==> config.mk <==
export PLATFORM = sky130hd
export DESIGN_NAME = acc_top
export DESIGN_NICKNAME = d
export VERILOG_FILES = /design/src/acc_pkg.sv /design/src/acc_top.sv /design/src/acc_clkdiv.sv /design/src/acc_conv.sv
export SDC_FILE = /design/constraint.sdc
export NUM_CORES = 1
export LEC_CHECK = 0
export CAP_MARGIN = 20
export CORE_ASPECT_RATIO = 1.4
export CORE_MARGIN = 3
export CORE_UTILIZATION = 30
export DETAILED_ROUTE_END_ITERATION = 16
export DONT_BUFFER_PORTS = 1
export PLACE_DENSITY_LB_ADDON = 0.12
export SLEW_MARGIN = 20
export SYNTH_ARGS = -nofsm -noshare
export SYNTH_HDL_FRONTEND = slang
export SYNTH_SLANG_ARGS = --single-unit
==> constraint.sdc <==
create_clock -name pclk -period 4.03 [get_ports pclk]
set_input_delay 0 -clock pclk [delete_from_list [all_inputs] [get_ports pclk]]
set_output_delay 0 -clock pclk [all_outputs]
set_load 0.1 [all_outputs]
==> src/acc_pkg.sv <==
package acc_pkg;

  // ---------------------------------------------------------------
  // Register map (byte addresses)
  // ---------------------------------------------------------------
  localparam logic [11:0] ACC_CONFIG_OFS  = 12'h000;
  localparam logic [11:0] ACC_BANDGAP_OFS = 12'h004;
  localparam logic [11:0] ACC_CONTROL_OFS = 12'h008;
  localparam logic [11:0] ACC_STATUS_OFS  = 12'h00c;
  localparam logic [11:0] ACC_IRQ_STS_OFS = 12'h010;
  localparam logic [11:0] ACC_IRQ_ENA_OFS = 12'h014;
  localparam logic [11:0] ACC_IRQ_CLR_OFS = 12'h018;

  // ---------------------------------------------------------------
  // Configuration field positions
  // ---------------------------------------------------------------
  localparam int ACC_CFG_REG_BIT   = 0;
  localparam int ACC_CFG_IRQ_BIT   = 1;
  localparam int ACC_CFG_SAMP_LSB  = 2;
  localparam int ACC_CFG_DIV_LSB   = 4;
  localparam int ACC_CFG_REF_BIT   = 6;
  localparam int ACC_CFG_PPWR_BIT  = 7;
  localparam logic [31:0] ACC_CFG_RESET = 32'h0000_0000;

  // Control and status bits
  localparam int ACC_CTL_START_BIT = 0;
  localparam int ACC_STS_PWR_BIT   = 0;
  localparam int ACC_STS_BUSY_BIT  = 1;
  localparam int ACC_STS_ERR_BIT   = 2;

  // Interrupt bits: conversion done, band-gap access fault
  localparam int ACC_IRQ_DONE_BIT  = 0;
  localparam int ACC_IRQ_FAULT_BIT = 1;
  localparam int ACC_IRQ_W         = 2;

  // Reference select encoding
  localparam logic ACC_REF_EXTERNAL = 1'b0;
  localparam logic ACC_REF_INTERNAL = 1'b1;

  // ---------------------------------------------------------------
  // Timing
  // ---------------------------------------------------------------
  localparam int ACC_PCLK_MHZ       = 20;
  localparam int ACC_REG_STARTUP_US = 16;
  localparam int ACC_REG_STARTUP_CYC = ACC_REG_STARTUP_US * ACC_PCLK_MHZ;
  localparam int ACC_CONV_EXTRA     = 13;
  localparam int ACC_INTEG_FACTOR   = 3;
  localparam int ACC_CNT_W          = 9;

  // Divide ratio 8,16,32,64 from a 2-bit code
  function automatic logic [6:0] acc_div_ratio(input logic [1:0] sel);
    acc_div_ratio = 7'h08 << sel;
  endfunction

  // Sampling interval 2,4,6,8 from a 2-bit code
  function automatic logic [3:0] acc_samp_periods(input logic [1:0] sel);
    acc_samp_periods = {1'b0, sel, 1'b0} + 4'h2;
  endfunction

endpackage

==> src/acc_top.sv <==
// How it works
// (RULE1) Regulator off: other settings ignored and converter held idle. The protocol power bit is still taken.
// (RULE2) Interrupt enable set: each conversion completion raises an interrupt; clear: none. conv_irq also needs irq_ena bit 0.
// (RULE3) Converter clock is peripheral clock divided by 8, 16, 32 or 64.
// (RULE4) Division counts real pclk edges, so frequency scales with pclk.
// (RULE5) Sampling interval selectable as 2, 4, 6 or 8 converter clocks.
// (RULE6) Input integrated for three sampling intervals per conversion.
// (RULE7) Conversion lasts three intervals plus thirteen converter clocks.
// (RULE8) Reference select chooses external pin or internal reference.
// (RULE9) Band-gap routes to reference pin; software sets it only with internal reference.
// (RULE10) Band-gap setting lost at protocol power off; write then faults.
// (RULE11) Software should pick divide-by-32 for 500kHz from 16MHz.
// (RULE12) Regulator reported powered only after 16 us start-up.
// (RULE13) Reset clears regulator, interrupt enable and band-gap; converter idle.
//
// The register addresses and the APB slave port were decided locally.
module acc_top
  import acc_pkg::*;
(
  input  wire logic        pclk,                 // Peripheral clock, 20 MHz
  input  wire logic        presetn,              // Async reset, active low
  input  wire logic [11:0] paddr,                // APB address
  input  wire logic        psel,                 // APB select
  input  wire logic        penable,              // APB enable
  input  wire logic        pwrite,               // APB direction
  input  wire logic [31:0] pwdata,               // APB write data
  input  wire logic [3:0]  pstrb,                // APB byte strobes
  output logic [31:0]      prdata,               // APB read data
  output logic             pready,               // APB ready
  output logic             pslverr,              // APB error
  output logic             conv_irq,             // Level interrupt
  output logic             reference_source_select, // 1 internal, 0 external
  output logic             bandgap_route_enable, // Band-gap to reference pin
  output logic             integrating,          // Integration window
  output logic             conv_clk_tick         // Converter clock pulse
);

  // ---------------------------------------------------------------
  // State
  // ---------------------------------------------------------------
  typedef struct packed {
    logic                 analog_regulator_enable;
    logic                 conversion_irq_enable;
    logic [1:0]           sample_interval_select;
    logic [1:0]           conv_clock_divide_select;
    logic                 ref_sel;
    logic                 protocol_power;
    logic                 bandgap;
    logic                 access_fault;
    logic                 reg_powered;
    logic [ACC_CNT_W-1:0] pwr_cnt;
    logic [ACC_IRQ_W-1:0] irq_sts;
    logic [ACC_IRQ_W-1:0] irq_ena;
    logic [31:0]          rdata;
  } acc_top_state_t;

  acc_top_state_t state;
  acc_top_state_t next_state;

  logic wr_acc;
  logic rd_acc;
  logic start_req;
  logic busy;
  logic done;
  logic [ACC_IRQ_W-1:0] irq_set;
  logic bg_fault;

  // APB decode; zero-wait slave, answers in the access cycle
  assign wr_acc  = psel && penable && pwrite;
  assign rd_acc  = psel && penable && !pwrite;
  assign pready  = 1'b1;
  // Fault write answers with an error so software sees the exception
  assign pslverr = bg_fault;  // RULE10

  // Band-gap write with protocol power off is an access exception
  assign bg_fault  = wr_acc && (paddr == ACC_BANDGAP_OFS) && pstrb[0] &&
                     !state.protocol_power;  // RULE10
  assign start_req = wr_acc && (paddr == ACC_CONTROL_OFS) && pstrb[0] &&
                     pwdata[ACC_CTL_START_BIT] && state.reg_powered;

  // ---------------------------------------------------------------
  // Converter clock and sequencer
  // ---------------------------------------------------------------
  acc_clkdiv u_div (
    .pclk    (pclk),
    .presetn (presetn),
    .run     (state.analog_regulator_enable),                      // RULE1
    .div_sel (state.conv_clock_divide_select),
    .tick    (conv_clk_tick)
  );

  acc_conv u_conv (
    .pclk        (pclk),
    .presetn     (presetn),
    .enable      (state.analog_regulator_enable),                  // RULE1
    .tick        (conv_clk_tick),
    .start       (start_req),
    .samp_sel    (state.sample_interval_select),                   // RULE5
    .busy        (busy),
    .integrating (integrating),
    .done        (done)
  );

  // Interrupt events; conversion event only with enable set
  assign irq_set[ACC_IRQ_DONE_BIT]  = done && state.conversion_irq_enable;  // RULE2
  assign irq_set[ACC_IRQ_FAULT_BIT] = bg_fault;

  // ---------------------------------------------------------------
  // Register and power logic
  // ---------------------------------------------------------------
  always_comb begin
    next_state = state;
    // Register writes: configuration, band-gap, interrupt enable and clear
    if (wr_acc && pstrb[0]) begin
      unique case (paddr)
        ACC_CONFIG_OFS: begin
          next_state.analog_regulator_enable  = pwdata[ACC_CFG_REG_BIT];
          next_state.protocol_power           = pwdata[ACC_CFG_PPWR_BIT];
          // Other settings take effect only with regulator on
          if (pwdata[ACC_CFG_REG_BIT]) begin  // RULE1
            next_state.conversion_irq_enable    = pwdata[ACC_CFG_IRQ_BIT];
            next_state.sample_interval_select   = pwdata[ACC_CFG_SAMP_LSB +: 2];  // RULE5
            next_state.conv_clock_divide_select = pwdata[ACC_CFG_DIV_LSB +: 2];   // RULE3
            next_state.ref_sel                  = pwdata[ACC_CFG_REF_BIT];        // RULE8
          end
        end
        ACC_BANDGAP_OFS: begin
          if (state.protocol_power) begin
            next_state.bandgap = pwdata[0];  // RULE9
          end
        end
        ACC_IRQ_ENA_OFS: begin
          next_state.irq_ena = pwdata[ACC_IRQ_W-1:0];
        end
        ACC_IRQ_CLR_OFS: begin
          next_state.irq_sts = state.irq_sts & ~pwdata[ACC_IRQ_W-1:0];
        end
        default: begin
        end
      endcase
    end
    // Set wins over a clear in the same cycle
    next_state.irq_sts = next_state.irq_sts | irq_set;
    if (bg_fault) begin
      next_state.access_fault = 1'b1;
    end
    // Losing protocol power drops the band-gap routing
    if (!next_state.protocol_power) begin
      next_state.bandgap = 1'b0;  // RULE10
    end
    // Regulator start-up timer
    if (!state.analog_regulator_enable) begin
      next_state.pwr_cnt     = '0;
      next_state.reg_powered = 1'b0;
    end else if (state.pwr_cnt == ACC_CNT_W'(ACC_REG_STARTUP_CYC - 1)) begin  // RULE12
      next_state.reg_powered = 1'b1;
    end else begin
      next_state.pwr_cnt = state.pwr_cnt + ACC_CNT_W'(1);
    end
    // Read data registered for the next access phase
    next_state.rdata = 32'h0000_0000;
    if (psel && !penable && !pwrite) begin
      unique case (paddr)
        ACC_CONFIG_OFS: begin
          next_state.rdata[ACC_CFG_REG_BIT]       = state.analog_regulator_enable;
          next_state.rdata[ACC_CFG_IRQ_BIT]       = state.conversion_irq_enable;
          next_state.rdata[ACC_CFG_SAMP_LSB +: 2] = state.sample_interval_select;
          next_state.rdata[ACC_CFG_DIV_LSB +: 2]  = state.conv_clock_divide_select;
          next_state.rdata[ACC_CFG_REF_BIT]       = state.ref_sel;
          next_state.rdata[ACC_CFG_PPWR_BIT]      = state.protocol_power;
        end
        ACC_BANDGAP_OFS: next_state.rdata[0] = state.bandgap;
        ACC_STATUS_OFS: begin
          next_state.rdata[ACC_STS_PWR_BIT]  = state.reg_powered;  // RULE12
          next_state.rdata[ACC_STS_BUSY_BIT] = busy;
          next_state.rdata[ACC_STS_ERR_BIT]  = state.access_fault;
        end
        ACC_IRQ_STS_OFS: next_state.rdata[ACC_IRQ_W-1:0] = state.irq_sts;
        ACC_IRQ_ENA_OFS: next_state.rdata[ACC_IRQ_W-1:0] = state.irq_ena;
        default: begin
        end
      endcase
    end
  end

  // Reset leaves regulator, irq enable and band-gap off
  always_ff @(posedge pclk or negedge presetn) begin
    if (!presetn) begin
      state <= '0;  // RULE13
    end else begin
      state <= next_state;
    end
  end

  // ---------------------------------------------------------------
  // Outputs
  // ---------------------------------------------------------------
  assign prdata                  = rd_acc ? state.rdata : 32'h0000_0000;
  assign conv_irq                = |(state.irq_sts & state.irq_ena);
  assign reference_source_select = state.ref_sel;  // RULE8
  // Software keeps band-gap off with external reference; hardware masks it too
  assign bandgap_route_enable    = state.bandgap && (state.ref_sel == ACC_REF_INTERNAL);  // RULE9

  // Converter ticks counted inside the integration window
  logic [ACC_CNT_W-1:0] integ_ticks;
  always_ff @(posedge pclk or negedge presetn) begin
    if (!presetn) begin
      integ_ticks <= '0;
    end else if (!integrating) begin
      integ_ticks <= '0;
    end else if (conv_clk_tick) begin
      integ_ticks <= integ_ticks + ACC_CNT_W'(1);
    end
  end
endmodule

==> src/acc_clkdiv.sv <==
module acc_clkdiv
  import acc_pkg::*;
(
  input  wire logic       pclk,       // Peripheral clock
  input  wire logic       presetn,    // Async reset, active low
  input  wire logic       run,        // Divider runs while high
  input  wire logic [1:0] div_sel,    // Divide ratio code
  output logic            tick        // One pclk pulse per converter clock
);

  typedef struct packed {
    logic [6:0] cnt;
    logic       tick;
  } acc_div_state_t;

  acc_div_state_t state;
  acc_div_state_t next_state;

  // ---------------------------------------------------------------
  // Divider
  // ---------------------------------------------------------------
  // Counts pclk edges, so the tick rate follows pclk exactly
  always_comb begin
    next_state      = state;
    next_state.tick = 1'b0;
    if (!run) begin
      next_state.cnt = 7'h00;
    end else if (state.cnt >= acc_div_ratio(div_sel) - 7'h01) begin  // RULE3 RULE4
      next_state.cnt  = 7'h00;
      next_state.tick = 1'b1;
    end else begin
      next_state.cnt = state.cnt + 7'h01;
    end
  end

  always_ff @(posedge pclk or negedge presetn) begin
    if (!presetn) begin
      state <= '0;
    end else begin
      state <= next_state;
    end
  end

  assign tick = state.tick;
endmodule

==> src/acc_conv.sv <==
module acc_conv
  import acc_pkg::*;
(
  input  wire logic       pclk,       // Peripheral clock
  input  wire logic       presetn,    // Async reset, active low
  input  wire logic       enable,     // Converter allowed to run
  input  wire logic       tick,       // Converter clock pulse
  input  wire logic       start,      // Start one conversion
  input  wire logic [1:0] samp_sel,   // Sampling interval code
  output logic            busy,       // Conversion in progress
  output logic            integrating, // Input integration window
  output logic            done        // One-cycle completion pulse
);

  typedef enum logic [1:0] {IDLE, INTEG, FINISH} acc_conv_phase_t;

  typedef struct packed {
    acc_conv_phase_t        phase;
    logic [ACC_CNT_W-1:0]   cnt;
    logic                   done;
  } acc_conv_state_t;

  acc_conv_state_t state;
  acc_conv_state_t next_state;
  logic [ACC_CNT_W-1:0] integ_len;

  // Window is three sampling intervals of converter clocks
  assign integ_len = ACC_CNT_W'(ACC_INTEG_FACTOR) * ACC_CNT_W'(acc_samp_periods(samp_sel));  // RULE6

  // ---------------------------------------------------------------
  // Sequencer
  // ---------------------------------------------------------------
  // Total = 3*interval + 13 converter clocks before done
  always_comb begin
    next_state      = state;
    next_state.done = 1'b0;
    if (!enable) begin
      next_state.phase = IDLE;  // RULE1
      next_state.cnt   = '0;
    end else begin
      unique case (state.phase)
        IDLE: begin
          if (start) begin
            next_state.phase = INTEG;
            next_state.cnt   = '0;
          end
        end
        INTEG: begin
          if (tick) begin
            if (state.cnt == integ_len - ACC_CNT_W'(1)) begin  // RULE6
              next_state.phase = FINISH;
              next_state.cnt   = '0;
            end else begin
              next_state.cnt = state.cnt + ACC_CNT_W'(1);
            end
          end
        end
        FINISH: begin
          if (tick) begin
            if (state.cnt == ACC_CNT_W'(ACC_CONV_EXTRA - 1)) begin  // RULE7
              next_state.phase = IDLE;
              next_state.done  = 1'b1;
            end else begin
              next_state.cnt = state.cnt + ACC_CNT_W'(1);
            end
          end
        end
      endcase
    end
  end

  always_ff @(posedge pclk or negedge presetn) begin
    if (!presetn) begin
      state <= '{phase: IDLE, cnt: '0, done: 1'b0};
    end else begin
      state <= next_state;
    end
  end

  assign busy        = (state.phase != IDLE);
  assign integrating = (state.phase == INTEG);
  assign done        = state.done;

  // Helper count of converter ticks since start
  logic [ACC_CNT_W-1:0] tick_seen;
  always_ff @(posedge pclk or negedge presetn) begin
    if (!presetn) begin
      tick_seen <= '0;
    end else if (!busy) begin
      tick_seen <= '0;
    end else if (tick) begin
      tick_seen <= tick_seen + ACC_CNT_W'(1);
    end
  end
endmodule

==> results_dict.tcl, run 1 <==
set metrics [dict create \
    syn_avg_cell_area_um2 9.96 \
    clkLatencyLatePin_ns 0.29 \
    max-clock-path-buffers 2 \
    firstDrtPassIters 4 \
    drive_gt1_share_pct 10.3 \
    grt_usage_pct 12.4 \
    regArea_um2 1300 \
    p_comb_share_pct 12.8 \
    wl_um 6910 \
    nNetsFinal 408 \
    regToRegEndpoint "u_conv.state[1]" \
    grt_pass1_wl_um 11900 \
    power_density_nw_per_um2 304 \
    ys.warnings.count 0 \
    critPathBufInv 1 \
    max_cap_viol_count 0 \
    syn-cell-area_um2 3200 \
    setup_tns_ns 0 \
    worstHoldEndpoint "state[1]" \
    p_leak_nw 1.65 \
    timing.rr.start "state[52]" \
    pin_count 92 \
    multiInputGateArea_um2 1710 \
    vias_per_cell 4.89 \
    critPathMaxStageDelay_ns 0.50 \
    holdCritPathClass "in2reg" \
    port_buffers 0 \
    htreeDepth 2 \
    cts_tree "done" \
    hold_start "paddr[8]" \
    path_clk_slew_ns 0.07 \
    min_delay_path_depth 3 \
    synth-seq-cells 52 \
    p_int_mw 0.770 \
    cp_max_fo 9 \
    cp.arrival_ns 2.59 \
    clk_root_buffer_cell "clkbuf_16" \
    fin_total_pwr_mw 1.09 \
    drc 0 \
    cp_cell_sequence "inv_1, ha_1, xnor2_1, nor3_1, a31o_2, and3b_1, mux2_2" \
    detail-route-antenna-nets 0 \
    wire_per_inst_um 14.6 \
    synthFlopType "dfrtp_1" \
    final_core_util_pct 35.4 \
    skew_ns 0.00624 \
    start_util_pct 31.4 \
    regToRegSetupSlack_ns 1.62 \
    required_ns 4.21 \
    fillers 1028 \
    yosysUniqueCellTypes 59 \
    critical-path-top-delay-family "simple AND/OR/NAND/NOR gates" \
    drtIter0Drc 93 \
    dp_hpwl_um 4970 \
    die_h_um 128 \
    netlist_instances 321 \
    relSlewSlack_pct 34.8 \
    p_switching_mw 0.324 \
    diodes 0 \
    antenna_found_initial 0 \
    seqPwrFrac_pct 47.6 \
    status "finished clean" \
    grt.overflow.total 0 \
    post-route-min-period_ns 2.41 \
    grt_max_degree 53 \
    areaGrowthSynthToFinish_pct 12.5 \
    synth_edf_count 0 \
    vdd_drop_max_v 0.000155 \
    rsz0062_at_grt "no" \
    worst_hold_slack_ns 0.0233 \
    num_rows 43 \
    finalSetupViolCount 0 \
    slew_viol_final 0 \
    synth_seq_area_share_pct 40.7 \
    clock_sinks 52 \
    critPathSlowestCell "dfrtp_1" \
    path_class "reg2reg" \
    design.core.area_um2 10200 \
    cp-start-kind "flip-flop" \
    worst_slew_pin_slew_ns 0.981 \
    die_x_um 93.2 \
    timing.fmax_ghz 0.415 \
    gp_congestion 0.728 \
    dr_total_vias 2325 \
    cts_setup_buffers 0 \
    hold_viol 0 \
    first_global_vias 2383 \
    p_clk_share_pct 39.5 \
    cts_made_buffers 5 \
    period_share_pct 59.9 \
    reg2reg_depth 7 \
    crit_path_end_kind "flip-flop" \
    dieArea_um2 11900 \
    p_sw_share_pct 29.6 \
    synthArstFlopShare_pct 100 \
]
[routing by layer]
layer	part of all wire [%]	up-vias	GRT usage, %
met3	4.3	6	2.58
met5	0	-	0
li1	-	1121	-
met1	42	1144	14.5
met4	1.6	0	4.40
met2	52	54	22.1
[metrics by stage]
step / std cells / setup slack, ns / instance area [um^2]
floorplan: 345 / 0.995 / 3290
CTS: 475 / 1.59 / 3600
global route: 475 / 1.46 / 3600
detailed placement: 450 / 1.60 / 3260
global placement: 450 / 1.61 / 3260
finish: 475 / 1.62 / 3600
[repair_timing]
| action | CTS | global route |
|---|---|---|
| hold endpoints to repair | 68 | 0 |
| gates resized for setup | 0 | 0 |
| hold buffers | 17 | 0 |
[cells in the mapped netlist, types with 4 or more instances]
| library cell | n | area share, % |
|---|---|---|
| mux2_2 | 4 | 1.4 |
| nor3_1 | 12 | 1.9 |
| ha_1 | 16 | 6.3 |
| buf_4 | 27 | 6.3 |
| o211ai_1 | 6 | 1.4 |
| a22o_1 | 10 | 2.7 |
| and2_1 | 17 | 3.3 |
| nand3_1 | 11 | 1.7 |
| or3_1 | 4 | 0.78 |
| clkbuf_1 | 5 | 0.59 |
| o21ai_0 | 12 | 1.9 |
| nand2_1 | 20 | 2.3 |
| xnor2_1 | 8 | 2.2 |
| and3_1 | 9 | 1.8 |
| nor2_1 | 17 | 2.0 |
| xor2_1 | 8 | 2.2 |
| inv_1 | 14 | 1.6 |
| nor2b_1 | 7 | 1.4 |
| dfrtp_1 | 52 | 41 |
[area by class of cell]
class | instances | area share (%)
clock buffer | 5 | 3.48
clock inverter | 3 | 0.661
inverter | 14 | 1.46
multi-input combinational | 246 | 47.7
sequential | 52 | 36.2
tap | 135 | 4.70
timing repair buffer | 20 | 5.85
[placed cells by master (no fill, tap or decap), types with 2 or more instances in the layout]
cell type	instances
dfrtp_1	52
conb_1	26
nand2_1	20
nor2_1	17
and2_1	17
ha_1	16
dlygate4sd3_1	16
inv_1	14
nor3_1	12
o21ai_0	12
nand3_1	11
a22o_1	10
and3_1	9
xor2_1	8
xnor2_1	8
nor2b_1	7
o211ai_1	6
clkbuf_16	5
or3_1	4
mux2_2	4
a21oi_1	3
nand2b_1	3
and4_1	3
nand4b_1	3
nor3b_1	3
mux2_4	3
buf_4	3
or2_2	2
or3_4	2
a2111oi_0	2
mux2i_1	2
and3b_1	2
nand4_1	2
nor4_2	2
a31o_2	2
o21a_1	2
clkinvlp_4	2
[flip-flops by register name, indices dropped and copies added, names as in the netlist]
signal,flops
state,31
u_conv.state,11
u_div.state,7
reference_source_select,1
u_conv.done,1
u_div.tick,1
[worst reg2reg max path, stage by stage (launching register included)]
cell and delay [ns]:
dfrtp_1 0.50, inv_1 0.12, ha_1 0.32, xnor2_1 0.12, nor3_1 0.29, a31o_2 0.32
and3b_1 0.32, mux2_2 0.31
[worst max-delay path by stage]
stage                     start  depth (start not counted)               to
2_1_floorplan          paddr[7]                          5        state[46]
3_3_place_gp          state[52]                          7  u_conv.state[1]
3_5_place_dp          state[52]                          7  u_conv.state[1]
4_1_cts               state[52]                          7  u_conv.state[1]
5_1_grt        u_conv.state[11]                          8  u_conv.state[4]
6_report              state[52]                          7  u_conv.state[1]
[power groups by stage]
stage | combinational, mW | sequential [mW] | clock, mW
2_1_floorplan | 0.132 | 0.532 | 0
3_3_place_gp | 0.113 | 0.532 | 0
3_5_place_dp | 0.113 | 0.532 | 0
4_1_cts | 0.142 | 0.521 | 0.456
5_1_grt | 0.148 | 0.521 | 0.470
6_report | 0.141 | 0.522 | 0.433
[cells by family (layout without fill, tap and decap cells)]
kind of cell / Yosys count / count (layout) / synth area share (%)
simple gates: 126 / 126 / 23.2
buf+inv: 47 / 42 / 8.93
fa+ha+maj: 16 / 16 / 6.26
other cells: 2 / 26 / 0.235
xor+xnor: 16 / 16 / 4.39
mux: 10 / 10 / 3.80
flops: 52 / 52 / 40.7
compound gates: 52 / 52 / 12.5
Power figures use the tool's default switching activity.
==> inputs of run 2 (changes only) <==
Clock period 4.03 ns to 2.1 ns, I/O delays scaled along.
==> results_dict.tcl, run 2 (same netlist as run 1, synthesis figures left out) <==
set metrics [dict create \
    grt.overflow.total 0 \
    relSlewSlack_pct 64.6 \
    drive_gt1_share_pct 19.6 \
    detail-route-antenna-nets 0 \
    gp_congestion 0.758 \
    regArea_um2 1300 \
    p_clk_share_pct 42.4 \
    status "finished clean" \
    crit_path_end_kind "flip-flop" \
    dp_hpwl_um 5140 \
    dieArea_um2 11900 \
    rsz0062_at_grt "no" \
    fin_total_pwr_mw 2.21 \
    post_dp_cell_area_um2 3500 \
    required_ns 2.28 \
    post-route-min-period_ns 1.97 \
    cp-start-kind "flip-flop" \
    clock_sinks 52 \
    clk_root_buffer_cell "clkbuf_16" \
    slew_viol_final 0 \
    grt_max_degree 53 \
    vdd_drop_max_v 0.000268 \
    min_delay_path_depth 3 \
    holdCritPathClass "in2reg" \
    htreeDepth 2 \
    max-clock-path-buffers 2 \
    grt_usage_pct 12.9 \
    power_density_nw_per_um2 572 \
    cts_setup_buffers 0 \
    p_int_mw 1.60 \
    dp.cells 478 \
    final_cell_mix "dfrtp_1 (50), buf_4 (31), conb_1 (26)" \
    p_sw_share_pct 27.9 \
    cts_made_buffers 5 \
    seqPwrFrac_pct 45.3 \
    cp.arrival_ns 2.15 \
    wl_met3_um 229 \
    worstHoldEndpoint "state[47]" \
    num_rows 43 \
    drc 0 \
    p_leak_nw 1.81 \
    design.core.area_um2 10200 \
    wl_um 6970 \
    regToRegEndpoint "u_conv.state[1]" \
    wire_per_inst_um 13.8 \
    top_layer "met4" \
    regToRegSetupSlack_ns 0.13 \
    setup_slack_ns 0.128 \
    finalNonFillerCells 503 \
    dr_wl_met2_um 3620 \
    hold_viol 0 \
    finalSetupViolCount 0 \
    start_util_pct 31.4 \
    p_switching_mw 0.617 \
    max_cap_viol_count 0 \
    regMostFlops "state" \
    timing.rr.start "state[52]" \
    multiInputGateArea_um2 1760 \
    hold_start "paddr[3]" \
    dp_slack_ns 0.0275 \
    worst_slew_pin_slew_ns 0.527 \
    skew_ns 0.00493 \
    grt_pass1_wl_um 12400 \
    die_x_um 93.2 \
    vias_per_cell 4.76 \
    firstDrtPassIters 6 \
    cp_max_fo 9 \
    dr_total_vias 2396 \
    layout_commonest_cell "dfrtp_1" \
    timing.fmax_ghz 0.507 \
    wirelength_met1_um 2950 \
    pin_count 92 \
    antenna_found_initial 0 \
    first_global_vias 2496 \
    reg.largest.list "state (31), u_conv.state (11), u_div.state (7)" \
    path_class "reg2reg" \
    fillers 1024 \
    die_h_um 128 \
    period_share_pct 93.9 \
    areaGrowthSynthToFinish_pct 21.1 \
    diodes 0 \
    final_cell_area_um2 3870 \
    path_clk_slew_ns 0.07 \
    largest_reg_flops 31 \
    drtIter0Drc 81 \
    reg2reg_depth 7 \
    port_buffers 0 \
    cts_tree "done" \
    nNetsFinal 436 \
    clkLatencyLatePin_ns 0.29 \
    p_comb_share_pct 12.3 \
]
run 2: cell type report:
cell class,instances,share of cell area (%)
inverters,14,1.36
flip-flops and latches,52,33.7
well taps,135,4.37
clock buffers,5,3.23
multi-input cells,246,45.4
clock inverters,3,1.10
repair buffers,48,10.9
run 2: repair_timing:
item / CTS / global route
resized for setup: 0 / 5
endpoints found under the setup margin: 0 / 9
endpoints found under the hold margin: 70 / 0
hold buffers: 17 / 0
run 2: power by group through the flow:
stage / Combinational (mW) / Clock (mW) / Sequential, mW
after floorplan: 0.256 / 0 / 1.02
after global placement: 0.220 / 0 / 1.02
after detailed placement: 0.220 / 0 / 1.02
after CTS: 0.275 / 0.975 / 1.00
after global routing: 0.287 / 1.03 / 1.00
final: 0.273 / 0.938 / 1.00
run 2: worst max-delay path by stage:
stage	startpoint	end	depth (start not counted)
2_1_floorplan	paddr[7]	state[46]	5
3_3_place_gp	state[52]	u_conv.state[1]	8
3_5_place_dp	state[52]	u_conv.state[1]	8
4_1_cts	state[52]	u_conv.state[1]	8
5_1_grt	state[52]	u_conv.state[1]	7
6_report	state[52]	u_conv.state[1]	7
run 2: per-stage QoR:
step | TNS (ns) | hold WS [ns] | util, %
final | 0 | 0.0244 | 38.0
after floorplan | -0.391 | -0.296 | -
after detailed placement | 0 | -0.294 | 34.4
after global routing | 0 | 0.0370 | 38.0
after global placement | 0 | -0.294 | 34.4
after CTS | 0 | 0.0165 | 37.9
run 2: routing by layer:
layer  GRT usage (%)  vias up
li1                -     1177
met1            15.9     1159
met2            22.1       48
met3            2.29       12
met4            5.35        0
met5               0        -
run 2: worst max-delay path, cell delays in order, from the launching register on:
cell	delay [ns]
dfrtp_2	0.44
ha_2	0.22
xor2_1	0.15
xnor2_1	0.26
a31o_2	0.20
and3b_1	0.17
buf_4	0.16
mux2_2	0.26
